**src/pkg/uart_pins_consts.svh**
```systemverilog
// constants for the serial channel pin signalling block
`ifndef UART_PINS_CONSTS_SVH
`define UART_PINS_CONSTS_SVH
`define FIFO_DEPTH 16
`define FIFO_CW 5
`define DATA_W 8
`define BIT_CYCLES 8'hd9
`define HALF_BIT_CYCLES 8'h6c
`define LAST_BIT 4'h9
`define PIN_CTS 15
`define PIN_RX 14
`define PIN_WR 13
`define PIN_RD 12
`define PIN_CS 11
`define PIN_ADDR_HI 10
`define PIN_ADDR_LO 8
`define ADDR_DATA 3'h0
`define ADDR_TRIG 3'h1
`define ADDR_EFR 3'h2
`define ADDR_MCR 3'h4
`define ADDR_LSR 3'h5
`define ADDR_MSR 3'h6
`define MCR_RTS 1
`define MCR_LOOP 4
`define EFR_AUTO_CTS 7
`define MSR_CTS 4
`define LSR_RX_AVAIL 0
`define LSR_RX_ERR 3
`define LSR_TX_EMPTY 5
`define ERR_BIT 8
`define TRIG_RST 8'h11
`define REG_RST 8'h00
`define PINS_RST 16'hf800
`endif

```
**src/pkg/uart_pins_pkg.sv**
```systemverilog
// types for the serial channel pin signalling block
`default_nettype none
`include "uart_pins_consts.svh"
package uart_pins_pkg;
	typedef struct packed {
		logic [15:0] s1;
		logic [15:0] s2;
		logic wr_prev;
		logic rd_prev;
		logic [7:0] modem_control_reg;
		logic [7:0] enhanced_feature_reg;
		logic [7:0] trig;
		logic tx_busy;
		logic [9:0] tx_sh;
		logic [3:0] tx_bits;
		logic [7:0] tx_cnt;
		logic rx_busy;
		logic [7:0] rx_sh;
		logic [3:0] rx_bits;
		logic [7:0] rx_cnt;
		logic [15:0] to_cnt;
		logic to_flag;
		logic [4:0] err_cnt;
		logic rx_rdy_n;
		logic tx_rdy_n;
		logic tx_pin;
		logic rts_n;
		logic [7:0] rdata;
	} chan_state_type;
endpackage
`default_nettype wire

```
**src/logic/uart_channel.sv**
```systemverilog
// one serial channel: host strobes, dma ready pins, loopback, auto clear-to-send
// Operation
// RL1: receive-ready goes low at rx trigger level or on receive timeout.
// RL2: receive-ready goes high when rx fifo is empty or holds an errored character.
// RL3: transmit-ready goes low when free tx locations reach the trigger level.
// RL4: transmit-ready goes high when the tx fifo is full.
// RL5: loopback holds the tx pin idle and feeds tx serial data to the receiver.
// RL6: three register-select inputs choose the register a strobe accesses.
// RL7: transfers are accepted only while this channel's select is low.
// RL8: the modem drives clear-to-send low when it can accept data.
// RL9: clear-to-send state reads back in modem status bit 4.
// RL10: clear-to-send gates transmission only when enhanced feature bit 7 is set.
// RL11: modem control bit 1 drives request-to-send low; reset drives it high.
// RL12: dma ready outputs come only from this channel's own fifo state.
`timescale 1ns/1ps
`default_nettype none
`include "uart_pins_consts.svh"
module dma_fifo #(
	parameter int WIDTH = 9,
	parameter int DEPTH = 16,
	parameter int CW = 5
) (
	input wire logic clock,
	input wire logic rst,
	input wire logic in_valid,
	output logic in_ready,
	input wire logic [WIDTH-1:0] in_data,
	output logic out_valid,
	input wire logic out_ready,
	output logic [WIDTH-1:0] out_data,
	output logic [CW-1:0] level
);
	typedef struct packed {
		logic [CW-2:0] wp;
		logic [CW-2:0] rp;
		logic [CW-1:0] cnt;
	} fifo_state_type;
	fifo_state_type st_r, st_nxt;
	logic [WIDTH-1:0] mem [DEPTH];
	logic push, pop;
	assign in_ready = st_r.cnt != CW'(DEPTH);
	assign out_valid = st_r.cnt != '0;
	assign out_data = mem[st_r.rp];
	assign level = st_r.cnt;
	assign push = in_valid && in_ready;
	assign pop = out_ready && out_valid;
	always_comb begin
		st_nxt = st_r;
		st_nxt.wp = st_r.wp + (CW-1)'(push);
		st_nxt.rp = st_r.rp + (CW-1)'(pop);
		st_nxt.cnt = st_r.cnt + CW'(push) - CW'(pop);
	end
	always_ff @(posedge clock) begin
		if (rst) begin
			st_r <= '0;
		end else begin
			st_r <= st_nxt;
		end
		if (push) begin
			mem[st_r.wp] <= in_data;
		end
	end
endmodule

module uart_channel #(
	parameter logic [15:0] RX_TIMEOUT_CYCLES = 16'h21e8
) (
	input wire logic CLOCK,
	input wire logic RST,
	input wire logic CHANNEL_SELECT_N,
	input wire logic REG_SELECT_BIT0,
	input wire logic REG_SELECT_BIT1,
	input wire logic REG_SELECT_BIT2,
	input wire logic WRITE_STROBE_N,
	input wire logic READ_STROBE_N,
	input wire logic [7:0] DATA_IN,
	output logic [7:0] DATA_OUT,
	input wire logic CLEAR_TO_SEND_N,
	output logic REQUEST_TO_SEND_N,
	input wire logic RX,
	output logic TX,
	output logic RX_DMA_READY_N,
	output logic TX_DMA_READY_N
);
	uart_pins_pkg::chan_state_type st_r, st_nxt;
	logic [2:0] addr;
	logic wr_fall, rd_fall, rx_in, tx_line, tx_start, rx_push, rx_pop;
	logic rx_err_in, tx_push, tx_in_ready, tx_out_valid, rx_out_valid, rx_in_ready;
	logic [7:0] tx_out_data;
	logic [8:0] rx_out_data;
	logic [4:0] rx_level, tx_level, tx_free;
	// zero in a trigger field means one, so a ready pin can always assert
	function automatic logic [4:0] trig_level(input logic [3:0] f);
		trig_level = (f == 4'h0) ? 5'h01 : {1'b0, f};
	endfunction
	assign addr = st_r.s2[`PIN_ADDR_HI:`PIN_ADDR_LO];
	assign wr_fall = st_r.wr_prev && !st_r.s2[`PIN_WR] && !st_r.s2[`PIN_CS]; // RL7
	assign rd_fall = st_r.rd_prev && !st_r.s2[`PIN_RD] && !st_r.s2[`PIN_CS]; // RL7
	assign tx_line = st_r.tx_busy ? st_r.tx_sh[0] : 1'b1;
	assign rx_in = st_r.modem_control_reg[`MCR_LOOP] ? tx_line : st_r.s2[`PIN_RX]; // RL5
	assign tx_push = wr_fall && addr == `ADDR_DATA; // RL6
	assign rx_pop = rd_fall && addr == `ADDR_DATA && rx_out_valid; // RL6
	// auto clear-to-send only holds off the next character, never one in flight
	assign tx_start = !st_r.tx_busy && tx_out_valid
		&& !(st_r.enhanced_feature_reg[`EFR_AUTO_CTS] && st_r.s2[`PIN_CTS]); // RL10
	assign rx_push = st_r.rx_busy && st_r.rx_cnt == 8'h00 && st_r.rx_bits == `LAST_BIT;
	assign rx_err_in = !rx_in;
	assign tx_free = 5'(`FIFO_DEPTH) - tx_level;
	dma_fifo #(.WIDTH(`DATA_W + 1), .DEPTH(`FIFO_DEPTH), .CW(`FIFO_CW)) rx_fifo (
		.clock(CLOCK),
		.rst(RST),
		.in_valid(rx_push),
		.in_ready(rx_in_ready),
		.in_data({rx_err_in, st_r.rx_sh}),
		.out_valid(rx_out_valid),
		.out_ready(rx_pop),
		.out_data(rx_out_data),
		.level(rx_level)
	);
	// a full tx fifo drops host writes; the dma ready pin is the back-pressure
	dma_fifo #(.WIDTH(`DATA_W), .DEPTH(`FIFO_DEPTH), .CW(`FIFO_CW)) tx_fifo (
		.clock(CLOCK),
		.rst(RST),
		.in_valid(tx_push),
		.in_ready(tx_in_ready),
		.in_data(st_r.s2[7:0]),
		.out_valid(tx_out_valid),
		.out_ready(tx_start),
		.out_data(tx_out_data),
		.level(tx_level)
	);
	always_comb begin
		st_nxt = st_r;
		st_nxt.s1 = {CLEAR_TO_SEND_N, RX, WRITE_STROBE_N, READ_STROBE_N, CHANNEL_SELECT_N,
			REG_SELECT_BIT2, REG_SELECT_BIT1, REG_SELECT_BIT0, DATA_IN};
		st_nxt.s2 = st_r.s1;
		st_nxt.wr_prev = st_r.s2[`PIN_WR];
		st_nxt.rd_prev = st_r.s2[`PIN_RD];
		if (wr_fall) begin
			if (addr == `ADDR_TRIG) begin // RL6
				st_nxt.trig = st_r.s2[7:0];
			end else if (addr == `ADDR_EFR) begin
				st_nxt.enhanced_feature_reg = st_r.s2[7:0];
			end else if (addr == `ADDR_MCR) begin
				st_nxt.modem_control_reg = st_r.s2[7:0];
			end
		end
		if (rd_fall) begin
			st_nxt.rdata = 8'h00;
			if (addr == `ADDR_DATA) begin // RL6
				st_nxt.rdata = rx_out_data[7:0];
			end else if (addr == `ADDR_TRIG) begin
				st_nxt.rdata = st_r.trig;
			end else if (addr == `ADDR_EFR) begin
				st_nxt.rdata = st_r.enhanced_feature_reg;
			end else if (addr == `ADDR_MCR) begin
				st_nxt.rdata = st_r.modem_control_reg;
			end else if (addr == `ADDR_LSR) begin
				st_nxt.rdata[`LSR_RX_AVAIL] = rx_out_valid;
				st_nxt.rdata[`LSR_RX_ERR] = st_r.err_cnt != 5'h00;
				st_nxt.rdata[`LSR_TX_EMPTY] = !tx_out_valid && !st_r.tx_busy;
			end else if (addr == `ADDR_MSR) begin
				st_nxt.rdata[`MSR_CTS] = !st_r.s2[`PIN_CTS]; // RL9
			end
		end
		st_nxt.rts_n = !st_r.modem_control_reg[`MCR_RTS]; // RL11
		if (tx_start) begin
			st_nxt.tx_busy = 1'b1;
			st_nxt.tx_sh = {1'b1, tx_out_data, 1'b0};
			st_nxt.tx_bits = 4'h0;
			st_nxt.tx_cnt = `BIT_CYCLES;
		end else if (st_r.tx_busy) begin
			st_nxt.tx_cnt = st_r.tx_cnt - 8'h01;
			if (st_r.tx_cnt == 8'h01) begin
				st_nxt.tx_cnt = `BIT_CYCLES;
				st_nxt.tx_sh = {1'b1, st_r.tx_sh[9:1]};
				st_nxt.tx_bits = st_r.tx_bits + 4'h1;
				st_nxt.tx_busy = st_r.tx_bits != `LAST_BIT;
			end
		end
		st_nxt.tx_pin = st_r.modem_control_reg[`MCR_LOOP] ? 1'b1 : tx_line; // RL5
		// receiver, sampling mid-bit
		if (!st_r.rx_busy) begin
			if (!rx_in) begin
				st_nxt.rx_busy = 1'b1;
				st_nxt.rx_cnt = `HALF_BIT_CYCLES;
				st_nxt.rx_bits = 4'h0;
			end
		end else if (st_r.rx_cnt != 8'h00) begin
			st_nxt.rx_cnt = st_r.rx_cnt - 8'h01;
		end else begin
			st_nxt.rx_cnt = `BIT_CYCLES;
			st_nxt.rx_bits = st_r.rx_bits + 4'h1;
			if (st_r.rx_bits == 4'h0) begin
				st_nxt.rx_busy = !rx_in;
			end else if (st_r.rx_bits == `LAST_BIT) begin
				st_nxt.rx_busy = 1'b0;
			end else begin
				st_nxt.rx_sh = {rx_in, st_r.rx_sh[7:1]};
			end
		end
		st_nxt.err_cnt = st_r.err_cnt + 5'(rx_push && rx_in_ready && rx_err_in)
			- 5'(rx_pop && rx_out_data[`ERR_BIT]);
		// timeout: data waiting, no traffic either way
		if (rx_push || rx_pop || !rx_out_valid) begin
			st_nxt.to_cnt = 16'h0000;
			st_nxt.to_flag = 1'b0;
		end else if (st_r.to_cnt == RX_TIMEOUT_CYCLES) begin
			st_nxt.to_flag = 1'b1;
		end else begin
			st_nxt.to_cnt = st_r.to_cnt + 16'h0001;
		end
		if (rx_level == 5'h00 || st_r.err_cnt != 5'h00) begin // RL2 RL12
			st_nxt.rx_rdy_n = 1'b1;
		end else if (rx_level >= trig_level(st_r.trig[3:0]) || st_r.to_flag) begin // RL1
			st_nxt.rx_rdy_n = 1'b0;
		end
		if (tx_level == 5'(`FIFO_DEPTH)) begin // RL4 RL12
			st_nxt.tx_rdy_n = 1'b1;
		end else if (tx_free >= trig_level(st_r.trig[7:4])) begin // RL3
			st_nxt.tx_rdy_n = 1'b0;
		end
	end
	// modem control and enhanced feature registers clear to zero; trig loads 8'h11, the pin stages load 16'hf800 and the ready, tx and rts pins load ones
	always_ff @(posedge CLOCK) begin
		if (RST) begin
			st_r <= '0;
			st_r.s1 <= `PINS_RST;
			st_r.s2 <= `PINS_RST;
			st_r.wr_prev <= 1'b1;
			st_r.rd_prev <= 1'b1;
			st_r.trig <= `TRIG_RST;
			st_r.rx_rdy_n <= 1'b1;
			st_r.tx_rdy_n <= 1'b1;
			st_r.tx_pin <= 1'b1;
			st_r.rts_n <= 1'b1; // RL11
		end else begin
			st_r <= st_nxt;
		end
	end
	assign DATA_OUT = st_r.rdata;
	assign REQUEST_TO_SEND_N = st_r.rts_n;
	assign TX = st_r.tx_pin;
	assign RX_DMA_READY_N = st_r.rx_rdy_n;
	assign TX_DMA_READY_N = st_r.tx_rdy_n;
endmodule
`default_nettype wire

```
**config.mk**
```make
export PLATFORM = sky130hd
export DESIGN_NAME = uart_channel
export DESIGN_NICKNAME = d
export VERILOG_FILES = /design/src/pkg/uart_pins_pkg.sv /design/src/logic/uart_channel.sv
export VERILOG_INCLUDE_DIRS = /design/src /design/src/pkg
export SDC_FILE = /design/constraint.sdc
export NUM_CORES = 1
export LEC_CHECK = 0
export BUFFER_PORTS_ARGS = -buffer_cell sky130_fd_sc_hd__buf_2
export CAP_MARGIN = 20
export CORE_UTILIZATION = 62
export CTS_CLUSTER_DIAMETER = 100
export CTS_CLUSTER_SIZE = 28
export DETAILED_ROUTE_END_ITERATION = 12
export PLACE_DENSITY = 0.77
export SLEW_MARGIN = 40
export SYNTH_ARGS = -nofsm -noshare
export SYNTH_HDL_FRONTEND = slang
export SYNTH_SLANG_ARGS = --single-unit
```
**constraint.sdc**
```tcl
create_clock -name CLOCK -period 3.6 [get_ports CLOCK]
set_clock_uncertainty 0.1 [all_clocks]
set_input_delay 0.72 -clock CLOCK [delete_from_list [all_inputs] [get_ports CLOCK]]
set_output_delay 0.72 -clock CLOCK [all_outputs]
set_load 0.02 [all_outputs]
```
# --- Word level (Yosys, flattened, before mapping) ---
# Memories as Yosys holds them, arrays and structs flattened. A register that Yosys moved wholly into a read port is not among the register bits.
# Cells that the tools add are included.
classes:
  add_sub_neg: 16
  order_cmp: 2
  n_eq_ne: 14
  n_mux: 35
  n_bitwise: 5
  n_reduce_logical: 57
op_table:
  columns: ["operator", "count"]
  rows:
  - ["2-to-1 mux 23 bit", 3]
  - ["2-to-1 mux 8 bit", 6]
  - ["2-to-1 mux 12 bit", 2]
  - ["logical AND 1 bit", 19]
  - ["adder 16 x 1 -> 16 bit, second input constant", 1]
  - ["adder 4 x 1 -> 4 bit", 4]
  - ["equality test 16 x 14 -> 1 bit, second input constant", 1]
  - ["2-to-1 mux 1 bit", 16]
  - ["2-to-1 mux 4 bit", 4]
  - ["subtractor 8 x 1 -> 8 bit, second input constant", 2]
  - ["adder 5 x 1 -> 5 bit", 3]
  - ["nonzero test 5 bit", 3]
  - ["subtractor 5 x 1 -> 5 bit", 3]
  - ["2-to-1 mux 13 bit", 1]
  - ["logical NOT 4 bit", 3]
  - [">= comparator 5 x 4 -> 1 bit", 2]
  - ["logical NOT 1 bit", 10]
  - ["inequality test 5 bit, second input constant", 2]
  - ["OR reduction 2 bit", 5]
  - ["equality test 3 bit, second input constant", 3]
  - ["adder 4 x 1 -> 4 bit, second input constant", 2]
  - ["equality test 8 x 1 -> 1 bit, second input constant", 1]
  - ["logical NOT 8 bit", 1]
  - ["AND reduction 2 bit", 4]
  - ["other kinds (17)", 28]
totals:
  reg_bits: 162
  ram_bits: 272
  output_inout_bits: 12
  word_cells: 162
  n_memories: 2
mem_list:
  columns: ["name", "depth", "word_bits", "rd", "rd_clocked_by_memory_dff", "write_ports", "line_no", "text"]
  rows:
  - ["rx_fifo.mem", 16, 9, 1, 1, 1, "uart_channel.sv:39", "logic [WIDTH-1:0] mem [DEPTH];"]
  - ["tx_fifo.mem", 16, 8, 1, 1, 1, "uart_channel.sv:39", null]

# --- Depth between registers and ports, before layout ---
# Gate-level depths: netlist of run 1.
depth:
  word_depth: 8
  depth_mapped: 17
  mapped_depth_nobuf: 16

# --- Hierarchy ---
# A second synthesis of run 1 with hierarchy kept.
unflattened:
  cells_unflattened: 1278
  area_unflattened_um2: 18076.1
by_module_without_submodules:
  columns: ["module", "instances", "cells_each", "area_per_inst_um2"]
  rows:
  - ["dma_fifo at rx_fifo", 1, 314, 6278.5]
  - ["uart_channel", 1, 673, 6135.9]
  - ["dma_fifo at tx_fifo", 1, 291, 5661.7]

# --- Worst setup path after synthesis of run 1 ---
# No wires, ideal clock.
synth_path:
  kind: "flip-flop to flip-flop"
  start: "reg, netlist name rx_fifo.st_r[5]"
  end: "reg st_r[16] in the netlist's numbering"
  setup_ns: 0.128
  t_arrival_ns: 2.971
  required_ns: 3.372
  slack_ns: 0.401
  stages_incl_launch_ff: 15
  synth_period_minus_slack_ns: 3.199
  cell_sequence: "dfxtp_1 buf_2 buf_2 mux4_2 mux2i_1 a2111oi_0 ha_1 inv_1 ha_1 fa_1 a21oi_1 nor2_1 nor2_1 xnor2_1 nor2_1"
synth_rtl:
  columns: ["item", "line_no", "text"]
  rows:
  - ["end signal: assignment", "uart_channel.sv:238", "st_r <= st_nxt;"]
  - ["end: declaration", "uart_channel.sv:85", "uart_pins_pkg::chan_state_type st_r, st_nxt;"]

==> metrics.yaml, run 1 <==
run_status: "complete, no violations"
cts_post_setup_buffers_inserted: 0
grt_pass1_wl_um: 54200
grt_overflow: 0
hpwl_um: 22800
crit_chain: "mux4_2 > and2_1 > a211oi_1 > a2111oi_0 > ha_1 > inv_1 > ha_1 > fa_1 > a21oi_1 > nor2_1 > nor2_1 > xnor2_1 > nor2_1"
critical-path-slowest-cell: "mux4_2"
clkTransAtPathRegs_ns: 0.11
floorplan.initialDensity_pct: 63.5
clock_path_buffers: 3
finalNetCount: 1373
layout.filler_cells: 1959
critPathLaunchType: "register"
rsz0062_at_grt: "false"
area_growth_pct: 7.74
cts_tree: "built"
cp_data_required_time_ns: 3.93
rows: 61
synth_seq_area_share_pct: 64.3
detailroute.via_count: 10100
hold_viol: 0
power_density_nw_per_um2: 509
antennaDiodeCount: 0
violation_count_after_the_first_detailed_routing_iteration: 934
detail_route.wl_per_cell_um: 20.4
drt-total-wl_um: 34600
period_share_pct: 88.4
transition_time_of_the_tightest_slew_check_pin_ns: 0.833
slew_headroom_pct: 44.4
die_height_um: 171
die_w_um: 171
port_buffers: 29
num_io_pins: 30
arrival_ns: 3.51
post-route-drc-count: 0
via_count_of_the_first_global_routing_pass: 9802
irDropWorstVdd_mv: 0.376
timing.final.crit_period_ns: 3.18
synth_area_leader_cell: "edfxtp_1"
clk_latency_ns: 0.53
synth_cell_type_count: 65
setup_total_negative_slack_ns: 0
final_layout_size_suffix_gt1_share_pct: 16.0
synth_area_per_cell_um2: 14.1
htree_levels: 1
synth_top_area_share_pct: 46.0
synth_enable_flop_cells: 272
layout.cells.most_common_list: "edfxtp_1 (272), dfxtp_1 (160), nor2_1 (134)"
grt_start_max_net_pins: 68
cts_num_sinks: 434
synth_top_cells_by_area: "edfxtp_1 (46%), dfxtp_1 (18%), mux4_2 (8.5%)"
power.static_leakage_nw: 6.60
worst-path-buf-inv: 1
async_flop_share_pct: 0
ctsHoldBuffers: 0
fp.coreArea_um2: 27900
max_freq_ghz: 0.314
numPlacedInstances: 1662
cts_made_buffers: 19
synth-main-ff-cell: "edfxtp_1"
die_area_um2: 29300
syn_nets: 1330
crit_type: "reg -> reg"
ys_seq_elements: 434
max_cap_violations: 0
timing.critical_path.slowest_cell_delay_ns: 0.52
cp_common_cell: "nor2_1"
syn_inst: 1262
route.detailed.vias_per_inst: 5.96
router_iterations_before_antenna_repair: 5
yosysWarnings: 0
finalNonFillerCells: 1695
number_of_antenna_violations_at_the_first_check_in_global_routing: 0
layout.cells.most_common: "edfxtp_1"
total_routing_resource_utilization_after_global_routing_pct: 24.4
syn_area_um2: 17700
setup.worst_path.end_class: "register"
cts_resized: 0
gp_routability_congestion: 0.816
setup_viol: 0
hold_path_class: "in -> reg"
timing.final.max_slew_violations: 0
detail-route-antenna-nets: 0
cts-root-buf: "clkbuf_16"
critical_path.max_fanout: 8
critical_path.top_delay_family: "adder cells"
==> flip-flops by register name, summed over array words and instances, names as in the netlist <==
register	count
DATA_OUT	8
REQUEST_TO_SEND_N	1
RX_DMA_READY_N	1
TX	1
TX_DMA_READY_N	1
addr	3
rx_fifo.level	5
rx_fifo.mem	144
rx_fifo.st_r	8
st_nxt	18
st_r	103
tx_fifo.level	5
tx_fifo.mem	128
tx_fifo.st_r	8
==> cells by family (layout without fill, tap and decap cells) <==
kind of cell,after synthesis,after routing,share of synthesized area (%)
and+or+nand+nor,354,354,10.1
AOI/OAI and AO/OA,136,136,5.37
DFF,434,434,64.3
buffers and inverters,126,181,2.96
xor gates and xnor gates,43,43,2.12
adders and majority gates,50,50,3.65
muxes,119,119,11.5
==> Yosys cell counts (4+ instances only) <==
cell / number
edfxtp_1: 272
dfxtp_1: 162
nor2_1: 134
mux4_2: 67
nor2b_1: 55
inv_1: 54
mux2i_1: 49
ha_1: 47
clkbuf_1: 45
a21oi_1: 33
nand2_1: 32
nor3_1: 29
nand3_1: 26
xnor2_1: 26
xor2_1: 17
a211oi_1: 14
o21ai_0: 13
or2_2: 13
a22oi_1: 11
a31oi_1: 10
nand2b_1: 10
buf_2: 9
buf_4: 9
a2111oi_0: 8
nor4_1: 8
or3_1: 7
a22o_1: 6
buf_1: 6
o22ai_1: 6
a2111oi_1: 5
and3_1: 5
nand3b_1: 5
nand4_1: 5
a211o_1: 4
a21o_1: 4
and2_1: 4
nor4b_1: 4
or4_1: 4
==> per-stage QoR <==
step	util (%)	total power [mW]	area [um^2]	hold slack [ns]	setup WS, ns
final	68.4	9.73	19100	0.268	0.418
after global routing	68.4	10.1	19100	0.259	0.222
after CTS	68.4	9.78	19100	0.257	0.400
after detailed placement	66.4	7.30	18600	0.296	0.417
after global placement	66.4	7.24	18500	0.296	0.463
after floorplan	-	6.88	17700	0.283	0.401
==> power by group <==
group | internal, mW | switching, mW | leakage [nW]
Clock | 1.09 | 1.45 | 0.272
Sequential | 5.40 | 0.210 | 3.83
Combinational | 0.766 | 0.811 | 2.50
==> cell type report <==
type / count / area (um^2) / area share, %
Timing Repair Buffer: 92 / 621 / 3.25
Sequential cell: 434 / 11400 / 59.7
Inverter: 56 / 210 / 1.10
Clock inverter: 3 / 50.0 / 0.262
Multi-Input combinational cell: 702 / 5830 / 30.5
Clock buffer: 30 / 517 / 2.70
Tap cell: 378 / 473 / 2.47
==> metal layers <==
| layer | global-route usage, % | wire length (um) |
|---|---|---|
| met3 | 3.52 | 1980 |
| met1 | 35.4 | 15400 |
| met5 | 0 | 0 |
| met4 | 6.44 | 868 |
| met2 | 39.0 | 16400 |
==> path summary, 6_finish.rpt <==
path | startpoint | endpoint | slack (ns) | cells after the start
worst min register to register | st_nxt[117] | st_nxt[103] | 0.33 | 1
worst min-delay path | CLEAR_TO_SEND_N | st_nxt[119] | 0.27 | 2
worst max-delay path | rx_fifo.st_r[5] | st_r[16] | 0.42 | 13
worst max register to register | rx_fifo.st_r[5] | st_r[16] | 0.42 | 13
Note: power is estimated with default switching activity, not from simulation.
==> run 2: changes to the inputs <==
--- a/config.mk
+++ b/config.mk
@@ -12,7 +12,9 @@
 export CTS_CLUSTER_DIAMETER = 100
 export CTS_CLUSTER_SIZE = 28
 export DETAILED_ROUTE_END_ITERATION = 12
+export MAX_ROUTING_LAYER = met4
 export PLACE_DENSITY = 0.77
+export SKIP_LAST_GASP = 1
 export SLEW_MARGIN = 40
 export SYNTH_ARGS = -nofsm -noshare
 export SYNTH_HDL_FRONTEND = slang
==> run 2 against run 1 <==
Utilization stayed put. Highest routed layer unchanged. Non-clock buffer count stayed put. Clock power hardly changed. Flip-flop and latch count stayed put. Die area stayed put. Setup slack worse by 0.0023 ns. Cell area stayed put. Critical path type unchanged. Hold slack worse by 0.0011 ns.
==> metrics.yaml, run 2 (synthesized netlist as in run 1, its figures left out) <==
dpl_worst_slack_ns: 0.417
hold_path_class: "in -> reg"
clkTransAtPathRegs_ns: 0.11
met2RoutedLength_um: 16200
hold_viol: 0
rows: 61
hpwl_um: 22800
timing.final.crit_period_ns: 3.18
worst_reg_to_reg_cells: 13
crit_type: "reg -> reg"
timing.hold.worst_endpoint: "st_nxt[119]"
crit_chain: "mux4_2 > and2_1 > a211oi_1 > a2111oi_0 > ha_1 > inv_1 > ha_1 > fa_1 > a21oi_1 > nor2_1 > nor2_1 > xnor2_1 > nor2_1"
area_growth_pct: 7.74
setup_total_negative_slack_ns: 0
die_w_um: 171
max_cap_violations: 0
cts_resized: 0
router_iterations_before_antenna_repair: 5
detail_route.wl_per_cell_um: 20.4
cp_data_required_time_ns: 3.93
gp_routability_congestion: 0.829
topRoutingLayerUsed: "met4"
timing.final.max_slew_violations: 0
power.net_switching_mw: 2.48
cp_common_cell: "nor2_1"
switching_share_pct: 25.4
grt_overflow: 0
largest_register_ffs: 144
max_freq_ghz: 0.314
post-route-drc-count: 0
setup_ws_ns: 0.415
critical_path.top_delay_family: "adder cells"
violation_count_after_the_first_detailed_routing_iteration: 889
registers.top_by_ff_count: "rx_fifo.mem"
top_regs: "rx_fifo.mem (144), tx_fifo.mem (128), st_r (103)"
internal_pwr_total_mw: 7.26
rsz0062_at_grt: "false"
clk_latency_ns: 0.54
irDropWorstVdd_mv: 0.378
pwr-share-clk_pct: 26.1
cts_post_setup_buffers_inserted: 0
layout.filler_cells: 1959
transition_time_of_the_tightest_slew_check_pin_ns: 0.841
cts_made_buffers: 19
wl_met3_um: 2220
critical-path-slowest-cell: "dfxtp_1"
cts_tree: "built"
whs_path_depth: 2
setup.worst_path.end_class: "register"
route.detailed.vias_per_inst: 6.01
timing.critical_path.slowest_cell_delay_ns: 0.59
drt-total-wl_um: 34700
grt_pass1_wl_um: 54200
number_of_antenna_violations_at_the_first_check_in_global_routing: 0
power.static_leakage_nw: 6.60
critPathLaunchType: "register"
floorplan.initialDensity_pct: 63.5
num_io_pins: 30
critical_path.reg2reg.startpoint: "rx_fifo.st_r[7]"
finalNetCount: 1373
port_buffers: 29
final_layout_size_suffix_gt1_share_pct: 16.0
ctsHoldBuffers: 0
detailroute.via_count: 10200
critical_path.max_fanout: 10
slew_headroom_pct: 43.9
clock_path_buffers: 3
grt_start_max_net_pins: 68
setup_viol: 0
layout.cells.most_common: "edfxtp_1"
run_status: "complete, no violations"
met1_routed_length_um: 15400
comb_power_share_pct: 16.2
detail-route-antenna-nets: 0
period_share_pct: 88.5
cts-root-buf: "clkbuf_16"
worst-path-buf-inv: 1
antennaDiodeCount: 0
total_routing_resource_utilization_after_global_routing_pct: 25.1
die_height_um: 171
arrival_ns: 3.51
power_density_nw_per_um2: 509
holdCritStartpoint: "CLEAR_TO_SEND_N"
worst_r2r_endpoint: "st_r[16]"
pwr-share-seq_pct: 57.7
rrSetupSlack_ns: 0.42
die_area_um2: 29300
layout.cells.most_common_list: "edfxtp_1 (272), dfxtp_1 (160), nor2_1 (134)"
fp.coreArea_um2: 27900
htree_levels: 1
cts_num_sinks: 434
via_count_of_the_first_global_routing_pass: 9796
==> run 2: cell counts in the layout (fill, tap and decap cells not counted) <==
Identical to the previous run, type by type.
==> run 2: final cells by class <==
class,instances,area [um^2],share of cell area (%)
flip-flops and latches,434,11400,59.7
inverters,56,210,1.10
well taps,378,473,2.47
clock inverters,3,50.0,0.262
repair buffers,92,621,3.25
multi-input cells,702,5830,30.5
clock buffers,30,517,2.70
==> run 2: worst max path at each step <==
| stage | startpoint | endpoint | slack [ns] | depth (start not counted) |
|---|---|---|---|---|
| 6_report | rx_fifo.st_r[7] | st_r[16] | 0.42 | 13 |
| 5_1_grt | rx_fifo.st_r[7] | st_r[16] | 0.22 | 13 |
| 4_1_cts | rx_fifo.st_r[6] | st_r[16] | 0.40 | 12 |
| 3_5_place_dp | rx_fifo.st_r[5] | st_r[16] | 0.42 | 13 |
| 3_3_place_gp | rx_fifo.st_r[5] | st_r[16] | 0.46 | 13 |
| 2_1_floorplan | rx_fifo.st_r[5] | st_r[16] | 0.40 | 14 |
==> run 2: per-layer routing <==
layer | track usage [%] | up-vias
met5 | - | -
met4 | 6.44 | 0
met3 | 3.57 | 55
met2 | 39.0 | 339
met1 | 35.4 | 5061
li1 | - | 4738
==> run 2: metrics by stage <==
stage / total power, mW / utilization, % / cell area [um^2] / hold slack, ns / instances
2_1_floorplan: 6.88 / - / 17700 / 0.283 / 1262
3_3_place_gp: 7.24 / 66.4 / 18500 / 0.296 / 1662
5_1_grt: 10.1 / 68.4 / 19100 / 0.259 / 1695
6_report: 9.73 / 68.4 / 19100 / 0.266 / 1695
3_5_place_dp: 7.30 / 66.4 / 18600 / 0.296 / 1662
4_1_cts: 9.78 / 68.4 / 19100 / 0.257 / 1695
==> run 2: power by group through the flow <==
stage	logic (mW)	registers, mW	clock network [mW]
6_report	1.58	5.61	2.54
4_1_cts	1.59	5.62	2.58
2_1_floorplan	1.26	5.62	0
3_5_place_dp	1.57	5.73	0
5_1_grt	1.75	5.64	2.75
3_3_place_gp	1.53	5.71	0
